### config.mk
export PLATFORM = sky130hd
export DESIGN_NAME = cres_top
export DESIGN_NICKNAME = d
export VERILOG_FILES = /design/src/cres_pkg.sv /design/src/cres_ev_if.sv /design/src/cres_flags.sv /design/src/cres_top.sv
export SDC_FILE = /design/constraint.sdc
export NUM_CORES = 1
export LEC_CHECK = 0
export ABC_CLOCK_PERIOD_IN_PS = 2050
export BUFFER_PORTS_ARGS = -buffer_cell sky130_fd_sc_hd__buf_2
export CORE_MARGIN = 1
export CORE_UTILIZATION = 50
export CTS_CLUSTER_DIAMETER = 40
export DETAILED_ROUTE_END_ITERATION = 16
export PLACE_DENSITY = 0.83
export SYNTH_ARGS = -nofsm -noshare
export SYNTH_HDL_FRONTEND = slang
export SYNTH_HIERARCHICAL = 1
export SYNTH_SLANG_ARGS = --single-unit
### constraint.sdc
create_clock -name clk -period 2.05 [get_ports clk]
set_input_delay 0.1025 -clock clk [delete_from_list [all_inputs] [get_ports clk]]
set_output_delay 0.1025 -clock clk [all_outputs]
set_load 0.03 [all_outputs]
### src/cres_pkg.sv
// Constants and types shared by the receive error status block.
// Assumes a single 20 MHz clock and a plain register port.
package cres_pkg;

  localparam logic [7:0]  CRES_ADDR_ERR_STATUS = 8'h06;
  localparam logic [31:0] CRES_RESET_VALUE     = 32'h0000_0000;
  localparam logic [7:0]  CRES_PAYLOAD_LIMIT   = 8'h1C;

  // Bit positions of the status word
  localparam int CRES_B_DIST_ANY   = 29;
  localparam int CRES_B_DIST_PHY   = 28;
  localparam int CRES_B_MINLEN     = 27;
  localparam int CRES_B_LE_CRC     = 26;
  localparam int CRES_B_SHORT_CHAR = 25;
  localparam int CRES_B_NO_PARITY  = 24;
  localparam int CRES_B_NO_STOP    = 23;
  localparam int CRES_B_COLL_PAR   = 22;
  localparam int CRES_B_COLL_STOP  = 21;
  localparam int CRES_B_COLL       = 18;
  localparam int CRES_B_RXOVER     = 17;
  localparam int CRES_B_FIELD      = 16;
  localparam int CRES_B_ERR        = 15;
  localparam int CRES_B_BYTECNT    = 14;
  localparam int CRES_B_INVPAR     = 13;
  localparam int CRES_B_PATTERN    = 12;
  localparam int CRES_B_ANTICOLL   = 11;
  localparam int CRES_B_CRC        = 10;
  localparam int CRES_B_LEN        = 9;
  localparam int CRES_B_PHY        = 8;
  localparam int CRES_B_PARITY     = 7;
  localparam int CRES_B_STOPBIT    = 6;
  localparam int CRES_B_WRITE      = 5;
  localparam int CRES_B_OVFL       = 4;
  localparam int CRES_B_LATENCY    = 3;
  localparam int CRES_B_INTEGRITY  = 2;
  localparam int CRES_B_PROTOCOL   = 1;
  localparam int CRES_B_ANY        = 0;

  // Reception protocol family of the frame in progress
  typedef enum logic [2:0] {
    CRES_P_A106, CRES_P_A_FAST, CRES_P_B, CRES_P_LENFIELD, CRES_P_OTHER
  } cres_proto_t;

endpackage

### src/cres_ev_if.sv
// Event bundle between the receiver datapath side and the flag store.
// Assumes one clock; every event is a one-cycle pulse.
interface cres_ev_if;
  logic        frame_start;
  logic [31:0] set_mask;
  logic [31:0] flags;
  modport src (output frame_start, output set_mask, input flags);
  modport dst (input frame_start, input set_mask, output flags);
endinterface

### src/cres_flags.sv
// Sticky flag store for the receive error status word.
// Assumes events and frame start are synchronous pulses.
module cres_flags
  import cres_pkg::*;
#(
  parameter int W = 32
) (
  // Clock and reset
  input wire logic clk,
  input wire logic rst,
  // Events
  cres_ev_if.dst   ev
);

  typedef struct packed {
    logic [W-1:0] flags;
  } cres_fl_st_t;

  cres_fl_st_t s_q;
  cres_fl_st_t s_d;

  // Events of the start cycle belong to the new frame, so set beats clear
  always_comb begin
    s_d = s_q;
    if (ev.frame_start) begin
      s_d.flags = ev.set_mask;
    end else begin
      s_d.flags = s_q.flags | ev.set_mask;
    end
  end

  always_ff @(posedge clk) begin
    if (rst) begin
      s_q.flags <= W'(CRES_RESET_VALUE);
    end else begin
      s_q <= s_d;
    end
  end

  assign ev.flags = s_q.flags;
endmodule

### src/cres_top.sv
// Receive error status register of the contactless front end.
// Assumes datapath events are one-cycle synchronous pulses.
module cres_top
  import cres_pkg::*;
#(
  parameter logic [7:0] PAYLOAD_LIMIT = CRES_PAYLOAD_LIMIT
) (
  // Clock and reset
  input  wire logic        clk,
  input  wire logic        rst,
  // Register port
  input  wire logic [7:0]  reg_addr,
  input  wire logic [31:0] reg_wdata,
  input  wire logic        reg_wr,
  input  wire logic        reg_rd,
  output logic      [31:0] reg_rdata,
  // Frame context
  input  wire logic        frame_start,
  input  wire cres_proto_t proto,
  input  wire logic        poll_req_reader,
  // Disturbance detections
  input  wire logic        dist_phy,
  input  wire logic        dist_decoder,
  // Length and character checks
  input  wire logic        len_below_floor,
  input  wire logic        len_le_crc,
  input  wire logic        last_char_short,
  input  wire logic        last_char_no_parity,
  input  wire logic        last_char_no_stop,
  // Collisions
  input  wire logic        coll_parity_pos,
  input  wire logic        coll_stop_pos,
  input  wire logic        coll_data_pos,
  // Stop causes
  input  wire logic        rxover_msg,
  input  wire logic        field_lost,
  input  wire logic        comm_err_abort,
  input  wire logic        byte_count_done,
  input  wire logic        inverted_parity,
  input  wire logic        eof_pattern,
  // Integrity and framing checks
  input  wire logic        crc_bad,
  input  wire logic        len_short_of_field,
  input  wire logic        len_field_out_of_range,
  input  wire logic        phy_comm_err,
  input  wire logic        parity_mismatch,
  input  wire logic        stop_bit_low,
  // System RAM writer
  input  wire logic        ram_err_ack,
  input  wire logic        ram_congestion,
  input  wire logic        payload_byte,
  // Reception end
  output logic             rx_stop
);

  typedef struct packed {
    logic [31:0] rdata;
    logic [7:0]  payload_cnt;
    logic        busy;
  } cres_st_t;

  cres_st_t    s_q;
  cres_st_t    s_d;
  logic [31:0] ev;
  logic        any_coll;
  logic        stop_len;
  logic        stop_inv;
  logic        stop_eof;
  logic        stop_acoll;
  logic        integrity;
  logic        protocol;
  logic        ovfl;

  cres_ev_if bus_if ();

  // ------------------------------------------------------------
  // Event qualification
  // ------------------------------------------------------------
  assign any_coll   = coll_parity_pos | coll_stop_pos | coll_data_pos;
  assign stop_len   = byte_count_done & (proto == CRES_P_LENFIELD);
  assign stop_inv   = inverted_parity & (proto == CRES_P_A_FAST);
  assign stop_eof   = eof_pattern & (proto == CRES_P_B);
  assign stop_acoll = coll_data_pos & (proto == CRES_P_A106);
  // Overflow counts only in the reader poll procedure
  assign ovfl = poll_req_reader & (proto == CRES_P_LENFIELD) & payload_byte
              & (s_q.payload_cnt >= PAYLOAD_LIMIT);
  assign integrity = parity_mismatch | crc_bad;
  assign protocol  = stop_bit_low | last_char_no_parity | last_char_short
                   | last_char_no_stop | len_below_floor | len_le_crc;

  always_comb begin
    ev = '0;
    ev[CRES_B_DIST_ANY]   = dist_phy | dist_decoder;
    ev[CRES_B_DIST_PHY]   = dist_phy;
    ev[CRES_B_MINLEN]     = len_below_floor;
    ev[CRES_B_LE_CRC]     = len_le_crc;
    ev[CRES_B_SHORT_CHAR] = last_char_short;
    ev[CRES_B_NO_PARITY]  = last_char_no_parity;
    ev[CRES_B_NO_STOP]    = last_char_no_stop;
    ev[CRES_B_COLL_PAR]   = coll_parity_pos;
    ev[CRES_B_COLL_STOP]  = coll_stop_pos;
    ev[CRES_B_COLL]       = any_coll;
    ev[CRES_B_RXOVER]     = rxover_msg;
    ev[CRES_B_FIELD]      = field_lost;
    ev[CRES_B_ERR]        = comm_err_abort;
    ev[CRES_B_BYTECNT]    = stop_len;
    ev[CRES_B_INVPAR]     = stop_inv;
    ev[CRES_B_PATTERN]    = stop_eof;
    ev[CRES_B_ANTICOLL]   = stop_acoll;
    ev[CRES_B_CRC]        = crc_bad;
    ev[CRES_B_LEN]        = (len_short_of_field | len_field_out_of_range)
                          & (proto == CRES_P_LENFIELD);
    ev[CRES_B_PHY]        = phy_comm_err;
    ev[CRES_B_PARITY]     = parity_mismatch;
    ev[CRES_B_STOPBIT]    = stop_bit_low;
    ev[CRES_B_WRITE]      = ram_err_ack;
    ev[CRES_B_OVFL]       = ovfl;
    ev[CRES_B_LATENCY]    = ram_congestion;
    ev[CRES_B_INTEGRITY]  = integrity;
    ev[CRES_B_PROTOCOL]   = protocol;
    ev[CRES_B_ANY]        = integrity | protocol;
  end

  assign bus_if.frame_start = frame_start;
  assign bus_if.set_mask    = ev;

  cres_flags #(
    .W (32)
  ) u_flags (
    .clk (clk),
    .rst (rst),
    .ev  (bus_if)
  );

  // ------------------------------------------------------------
  // Reception end, payload counter and read port
  // ------------------------------------------------------------
  // Any stop cause ends the frame in progress
  assign rx_stop = s_q.busy & (rxover_msg | field_lost | comm_err_abort
                 | stop_len | stop_inv | stop_eof | stop_acoll);

  always_comb begin
    s_d = s_q;
    if (frame_start) begin
      s_d.busy        = 1'b1;
      s_d.payload_cnt = '0;
    end else if (rx_stop) begin
      s_d.busy = 1'b0;
    end
    if (!frame_start && payload_byte && s_q.payload_cnt != 8'hFF) begin
      s_d.payload_cnt = s_q.payload_cnt + 8'h01;
    end
    // Register is read-only; writes are ignored, reads have no side effect
    s_d.rdata = '0;
    if (reg_rd && reg_addr == CRES_ADDR_ERR_STATUS) begin
      s_d.rdata = bus_if.flags;
    end
  end

  always_ff @(posedge clk) begin
    if (rst) begin
      s_q <= '0;
    end else begin
      s_q <= s_d;
    end
  end

  assign reg_rdata = s_q.rdata;
endmodule

==> results of run 1 <==
## synthesized netlist by cell type
| cell | n | share of area [%] |
|---|---|---|
| sky130_fd_sc_hd__nor4bb_1 | 2 | 0.69 |
| sky130_fd_sc_hd__and4_1 | 2 | 0.60 |
| sky130_fd_sc_hd__nor2b_1 | 3 | 0.64 |
| sky130_fd_sc_hd__dfxtp_1 | 73 | 50 |
| sky130_fd_sc_hd__nor3_1 | 3 | 0.51 |
| sky130_fd_sc_hd__o21ai_0 | 2 | 0.34 |
| sky130_fd_sc_hd__ha_1 | 2 | 0.86 |
| sky130_fd_sc_hd__inv_1 | 35 | 4.5 |
| sky130_fd_sc_hd__or2_2 | 3 | 0.64 |
| sky130_fd_sc_hd__nand2_1 | 8 | 1.0 |
| sky130_fd_sc_hd__nor3b_1 | 1 | 0.26 |
| sky130_fd_sc_hd__conb_1 | 1 | 0.13 |
| sky130_fd_sc_hd__a31oi_1 | 3 | 0.64 |
| sky130_fd_sc_hd__nor3_2 | 1 | 0.34 |
| sky130_fd_sc_hd__nor2_1 | 3 | 0.39 |
| sky130_fd_sc_hd__or3_1 | 2 | 0.43 |
| sky130_fd_sc_hd__nor4_1 | 2 | 0.43 |
| sky130_fd_sc_hd__mux2i_1 | 2 | 0.69 |
| sky130_fd_sc_hd__buf_4 | 32 | 8.2 |
| sky130_fd_sc_hd__or2_1 | 1 | 0.21 |
| sky130_fd_sc_hd__a311oi_1 | 1 | 0.30 |
| sky130_fd_sc_hd__clkbuf_2 | 3 | 0.51 |
| sky130_fd_sc_hd__a32o_1 | 1 | 0.34 |
| sky130_fd_sc_hd__and3_1 | 3 | 0.64 |
| sky130_fd_sc_hd__buf_6 | 2 | 0.77 |
| sky130_fd_sc_hd__nand3_1 | 1 | 0.17 |
| sky130_fd_sc_hd__a21boi_2 | 1 | 0.39 |
| sky130_fd_sc_hd__and4bb_2 | 2 | 0.86 |
| sky130_fd_sc_hd__a21boi_0 | 1 | 0.26 |
| sky130_fd_sc_hd__buf_2 | 7 | 1.2 |
| sky130_fd_sc_hd__nor4b_2 | 1 | 0.51 |
| sky130_fd_sc_hd__nand2b_1 | 32 | 6.9 |
| sky130_fd_sc_hd__a41oi_1 | 2 | 0.60 |
| sky130_fd_sc_hd__a211oi_1 | 1 | 0.26 |
| sky130_fd_sc_hd__a2111o_1 | 2 | 0.77 |
| sky130_fd_sc_hd__and2_1 | 32 | 6.9 |
| sky130_fd_sc_hd__o211a_1 | 1 | 0.34 |
| sky130_fd_sc_hd__nand4_1 | 3 | 0.64 |
| sky130_fd_sc_hd__a21oi_1 | 35 | 6.0 |
## layout by cell type, fill, tap and decap left out, types with 4 or more instances in the layout
cell type	Yosys	routed
sky130_fd_sc_hd__a21oi_1	35	35
sky130_fd_sc_hd__and2_1	32	32
sky130_fd_sc_hd__buf_2	7	73
sky130_fd_sc_hd__clkbuf_8	0	11
sky130_fd_sc_hd__conb_1	1	4
sky130_fd_sc_hd__dfxtp_1	73	73
sky130_fd_sc_hd__dlygate4sd3_1	0	11
sky130_fd_sc_hd__inv_1	35	35
sky130_fd_sc_hd__nand2_1	8	8
sky130_fd_sc_hd__nand2b_1	32	32
## layout make-up
| class | instances | area, µm² | area share, % |
|---|---|---|---|
| sequential | 73 | 1460 | 42.7 |
| clock buffer | 12 | 155 | 4.53 |
| timing repair buffer | 86 | 490 | 14.3 |
| clock inverter | 4 | 75.1 | 2.19 |
| inverter | 35 | 131 | 3.83 |
| tap | 72 | 90.1 | 2.63 |
| multi-input combinational | 163 | 1020 | 29.8 |
## kinds of logic after synthesis
| family | synth area share (%) |
|---|---|
| AOI/OAI and AO/OA | 10.3 |
| buffers and inverters | 15.2 |
| muxes | 0.686 |
| DFF | 50.1 |
| adders and majority gates | 0.858 |
| and+or+nand+nor | 22.7 |
| other | 0.129 |
## through the flow
step                      hold WS (ns)  cells  setup slack (ns)
after floorplan                  0.172    315             0.669
after global placement           0.340    418             0.644
after detailed placement         0.347    418             0.610
after CTS                      0.00156    445             0.264
after global routing           0.00423    445             0.191
final                           0.0144    445             0.268
## worst paths after layout
check	from	endpoint	slack, ns	depth (start not counted)
worst max-delay path	field_lost	rx_stop	0.27	6
worst min-delay path	len_le_crc	u_flags/ev.flags[26]	0.01	3
worst max register to register	s_q[1]	s_q[3]	0.60	4
worst min register to register	u_flags/ev.flags[25]	reg_rdata[25]	0.45	1
## power by group
group | switching, mW | internal, mW
registers | 0.0170 | 1.46
logic | 0.0773 | 0.0852
clock network | 0.499 | 0.752
total | 0.593 | 2.29
## timing repair
item                                   CTS  global route
setup buffers                            0             0
endpoints found under the hold margin   11             0
hold buffers                            11             0
## state kept, by name (all words and copies together) (netlist names)
name and count:
s_q 9, u_flags/ev.flags 32, reg_rdata 32
## worst register-to-register path, delay by kind of cell, from the launching register on
family | cells | cell delay, ns
adder cells (fa/ha/maj) | 1 | 0.26
flip-flops | 1 | 0.35
AND/OR/NAND/NOR | 1 | 0.28
AO/OA/AOI/OAI | 2 | 0.50
## per-layer routing
layer	up-vias	GRT usage (%)	share of wire, %
li1	1074	-	-
met1	930	20.0	45
met2	59	29.6	49
met3	7	3.37	5.2
met4	0	10.6	1.5
met5	-	0	0
==> results summary, run 1 <==
After clock tree synthesis, the clock-pin slew on the worst setup and hold paths is 0.08 ns. The gate count of the mapped netlist is 312. The number of slew-limit violations in the final report is 0.

The delay of the slowest cell on the worst path came out at between 0.5 and 0.6 ns. Among cell families on the critical path, the largest total delay comes from buffers and inverters. The weighted congestion at the end of routability-driven global placement came out at approximately 0.79. After the first detailed-routing iteration, the DRC count stood at between 40 and 50. The routed layout has 2070 vias. The wire length of the first global-routing pass is 8220 µm. Once detailed placement completed, the half-perimeter wirelength came to 3300 µm. The post-synthesis register bit count came out at 73. The smallest clock period supported by the final layout is computed as around 1.8 ns.

The peak ir drop on the vdd network is 0.000404 V. The fill cell instance count of the final layout came out at just over 500. Walking the worst path, the cells encountered are dlygate4sd3_1 > buf_2 > or3_1 > nor3_2 > a21boi_0 > buf_2. The number of distinct library cells after synthesis is 39. The number of gates resized after CTS is 0. The core occupancy in the finished layout came out at between 60% and 70%. The worst setup path is captured at a primary output. TritonCTS built the clock tree. The number of antenna violations at the first check in global routing came out at 0. The starting utilization of the core area is a little over half. In this run the static leakage power is approximately 1.6 nW. The area of the core came out at 5570 µm². Once layout is done, the placed cells without fillers occupy about 3400 µm².

The total negative slack for setup checks is 0 ns. The tree is rooted in a sky130_fd_sc_hd__clkbuf_8. The instance area after placement came out at just over 3000 µm². The critical path contains buffers and inverters numbering 3 combined. Setup repair after global routing left no endpoint under its margin. Summing internal, switching and leakage power gives 2.89 mW.

The path class of the tightest hold or removal check is input port to register. The startpoint-to-endpoint class of the critical path is input port to primary output. The clock passes through at most 2 buffers. The global route total overflow came out at 0. Clock latency on the worst-skew pair, taken at its later pin, is around 0.33 ns.

The final layout contains around 440 nets. The die is roughly 80 µm wide. The hold violation count in the final report is 0. The flow ran to the end, and the final reports show no timing, DRC or antenna violations. Buffers inserted during clock tree synthesis total 9.

The number of warnings printed during yosys synthesis is 6. The summed instance area of the synthesized netlist came out at a little under 3000 µm². The count of inserted antenna diode cells came out at 0. The overall routed net length is 4970 µm.

Data arrives at the worst endpoint at roughly 1.7 ns. The largest fanout on the critical path is 2. The cell that appears most often on the critical path is sky130_fd_sc_hd__buf_2. The count of buffers from port buffering is 73. The share of synthesized area occupied by flip-flops and latches is between 50% and 60%. The CTS sink count is between 70 and 80. The die area is 6140 µm². The number of nets with antenna violations after detailed routing came out at 0. The fraction of layout cells with a size suffix above 1 is about a quarter. The area overhead of the layout relative to synthesis came out at 17.5%. For this run, design rule violations remaining after detail routing come to 0. Setup violations remaining at the end of the flow were counted as 0. The detailed-routing iteration count for the pre-antenna-repair pass came out at 4. Global routing consumed, over all layers together, around 17% of the routing resources. The row count is 27. The data required time at the worst endpoint came out at approximately 2 ns. Of the available clock period, the critical path in the final layout requires approximately 87%. The number of ports placed on the die boundary came out at 107. The routed length per instance is about 11 µm. The power density normalized to cell area came out at around 840 nW/µm². The top achievable clock speed came out at roughly 0.56 GHz.

Among all stages on the critical path, the largest delay is contributed by sky130_fd_sc_hd__dlygate4sd3_1. The count of maximum capacitance violations came out at 0. The mean instance size in the synthesized netlist is between 9 and 10 µm².

The die outline height is 78.4 µm. The via density per instance came out at about 4.7. The via count of the first global-routing pass was slightly below 2000. The worst setup path is launched from an input port.

The number of levels the H-tree was split into came out at 3. The largest net degree at the start of global routing came out at 36. On the final layout, the worst clock skew is around 0.007 ns.
Note: power is estimated with default switching activity, not from simulation.
==> inputs of run 2 (changes only) <==
--- a/config.mk
+++ b/config.mk
@@ -11,6 +11,7 @@
 export CORE_UTILIZATION = 50
 export CTS_CLUSTER_DIAMETER = 40
 export DETAILED_ROUTE_END_ITERATION = 16
+export GPL_TIMING_DRIVEN = 0
 export PLACE_DENSITY = 0.83
 export SYNTH_ARGS = -nofsm -noshare
 export SYNTH_HDL_FRONTEND = slang
==> run 2 against run 1 <==
Compared with the run above: final area up 5.8%; sequential share of layout area shrank 2.4 points; die area stayed put; setup slack gained 0.032 ns; largest cell class unchanged.
==> results summary, run 2 (synthesized netlist as in run 1, its figures left out) <==
The flow ran to the end, and the final reports show no timing, DRC or antenna violations. Along the worst path, the maximum fanout reaches 2. The number of nets with antenna violations after detailed routing came out at 0. The worst hold slack after final layout came out at approximately 0.0087 ns. Across the run, the number of max-cap violations was 0. The clock latency reported for the late side of the worst-skew pair is about 0.33 ns. The routed length per instance came out at ~11 µm.

Per report_power, the combinational group accounts for around 6% of the total. For the worst setup path, the data required time is 1.95 ns. The CTS sink count came out at 73. After clock tree synthesis, the clock-pin slew on the worst setup and hold paths is around 0.07 ns. The number of cells after detailed placement is 460. The minimum setup slack among reg-to-reg paths came out at between 0.5 and 0.6 ns. The total negative slack for setup checks came out at 0 ns.

The instance area after placement came out at roughly 3400 µm². The non-filler instance count after layout came out at 480. The overall routed net length is 5190 µm.

At the end of the flow the core is filled with cells to 65.1%. The routed layout has 2191 vias. The cell occurring most often along the worst timing path is sky130_fd_sc_hd__buf_2. TritonCTS built the clock tree. The post-route netlist has 34.1% of its cells at a drive strength greater than 1. The number of levels the H-tree was split into came out at 3. The starting utilization of the core area is 52.3%. The largest single stage delay on the critical path is roughly 0.53 ns.

Timing would allow up to 0.571 GHz. The clock share of power came out at roughly two fifths. CTS placed an instance of sky130_fd_sc_hd__clkbuf_8 at the clock tree root. In the layout the commonest cells are sky130_fd_sc_hd__buf_2 (80), sky130_fd_sc_hd__dfxtp_1 (73), sky130_fd_sc_hd__inv_1 (35), sky130_fd_sc_hd__a21oi_1 (35). The portion of total power attributed to sequential cells came out at roughly 55%. The longest clock path from root to sink contains 2 buffers. In the routed design, unresolved DRC markers number 0.

The die area is between 6000 and 7000 µm². The area overhead of the layout relative to synthesis came out at 24.3%. The violation count after the first detailed-route iteration is a little under 60. The number of slew-limit violations in the final report is 0. The global route total overflow came out at 0.

Routability-driven placement finished with a final weighted congestion of roughly 0.79. Walking the worst path, the cells encountered are dlygate4sd3_1 > buf_2 > or3_1 > nor3_2 > a21boi_0 > buf_2. The standby leakage power came out at 1.79 nW. Setup repair after global routing left no endpoint under its margin.

The count of buffers from port buffering is between 70 and 80. The path class of the tightest hold or removal check is input port to register. The post-layout minimum cycle time came out at between 1.5 and 2 ns. The peak ir drop on the vdd network came out at 0.000488 V.

The via count of the first global-routing pass is between 2000 and 2500. After floorplanning, the core was divided into 27 placement rows. The largest net degree at the start of global routing came out at 12. After routing the design area is between 3000 and 4000 µm². The worst endpoint data arrival time is about 1.7 ns.

The half-perimeter wire length of the detailed placement result came out at approximately 3800 µm. For this design the ratio of total power to cell area is 742 nW/µm². Counting the buffers created by CTS gives 9. The hold violation count in the final report was 0. The switching power of the nets is roughly 0.58 mW. The library cell used most frequently in the layout, excluding fill and tap cells, is sky130_fd_sc_hd__buf_2.

The internal portion of the total power is around 2.1 mW. The detailed-routing iteration count for the pre-antenna-repair pass came out at 4. The slowest stage of the critical path is the sky130_fd_sc_hd__dlygate4sd3_1 cell. The share of the clock period used by the worst path came out at a little under nine tenths. The via density per instance came out at 4.56.

The count of inserted antenna diode cells is 0. The endpoint type of the worst setup path is a primary output. The setup skew after layout came out at between 0.005 and 0.006 ns. The number of nets in the finished design is roughly 480. The fill cell instance count of the final layout came out at around 500. approximately 110 I/O pins were placed. The count of final setup violators came out at 0. The number of antenna violations at the first check in global routing is 0. STA classifies the critical path startpoint as an input port.

The die outline height is 78.4 µm. The worst setup path is of the input port to primary output kind. The floorplan die width came out at a little under 80 µm. The wire length of the first global-routing pass came out at between 8000 and 9000 µm. The area of the core is approximately 5600 µm². The aggregate global-route resource usage came out at 18.7%.

The post-CTS setup buffer count is 0. The switching share of power came out at about 21%.
[run 2: metal layers]
layer  vias up  share of wire [%]  track usage [%]  routed length (µm)
met5         -                  0                0                   0
met4         0                1.4             10.4                  73
met3         7                5.5             4.07                 284
met2        66                 48             31.3                2480
met1       968                 45             22.2                2340
li1       1150                  -                -                   -
[run 2: what timing repair did]
| action | CTS | global route |
|---|---|---|
| hold buffers | 6 | 0 |
| resized for setup | 0 | 0 |
| endpoints found under the hold margin | 6 | 0 |
| endpoints found under the setup margin | 0 | 0 |
[run 2: path summary, 6_finish.rpt]
check                        from                   to  cells after the start
max                    field_lost              rx_stop                      6
min reg2reg  u_flags/ev.flags[25]        reg_rdata[25]                      1
min               parity_mismatch  u_flags/ev.flags[7]                      3
max reg2reg                s_q[1]               s_q[4]                      5
[run 2: layout make-up]
cell class	instances	area, µm²	share of cell area, %
clock inverters	4	45.0	1.24
repair buffers	79	425	11.7
clock buffers	10	138	3.80
flip-flops and latches	73	1460	40.3
well taps	72	90.1	2.48
multi-input cells	163	1020	28.2
plain buffers	44	313	8.63
inverters	35	131	3.62
[run 2: critical path, delay by kind of cell]
family                 cells  cell delay, ns
buffers and inverters      3            0.85
and+or+nand+nor            2            0.57
AOI/OAI and AO/OA          1            0.12
[run 2: power groups by stage]
stage | combinational, mW | clock [mW] | sequential (mW)
2_1_floorplan | 0.0853 | 0 | 1.50
3_3_place_gp | 0.148 | 0 | 1.50
3_5_place_dp | 0.153 | 0 | 1.51
4_1_cts | 0.163 | 1.07 | 1.47
5_1_grt | 0.182 | 1.14 | 1.48
6_report | 0.162 | 1.06 | 1.47
[run 2: through the flow]
| stage | setup slack [ns] | power, mW |
|---|---|---|
| finish | 0.300 | 2.69 |
| global route | 0.232 | 2.80 |
| CTS | 0.286 | 2.71 |
| detailed placement | 0.573 | 1.66 |
| global placement | 0.614 | 1.65 |
| floorplan | 0.669 | 1.59 |
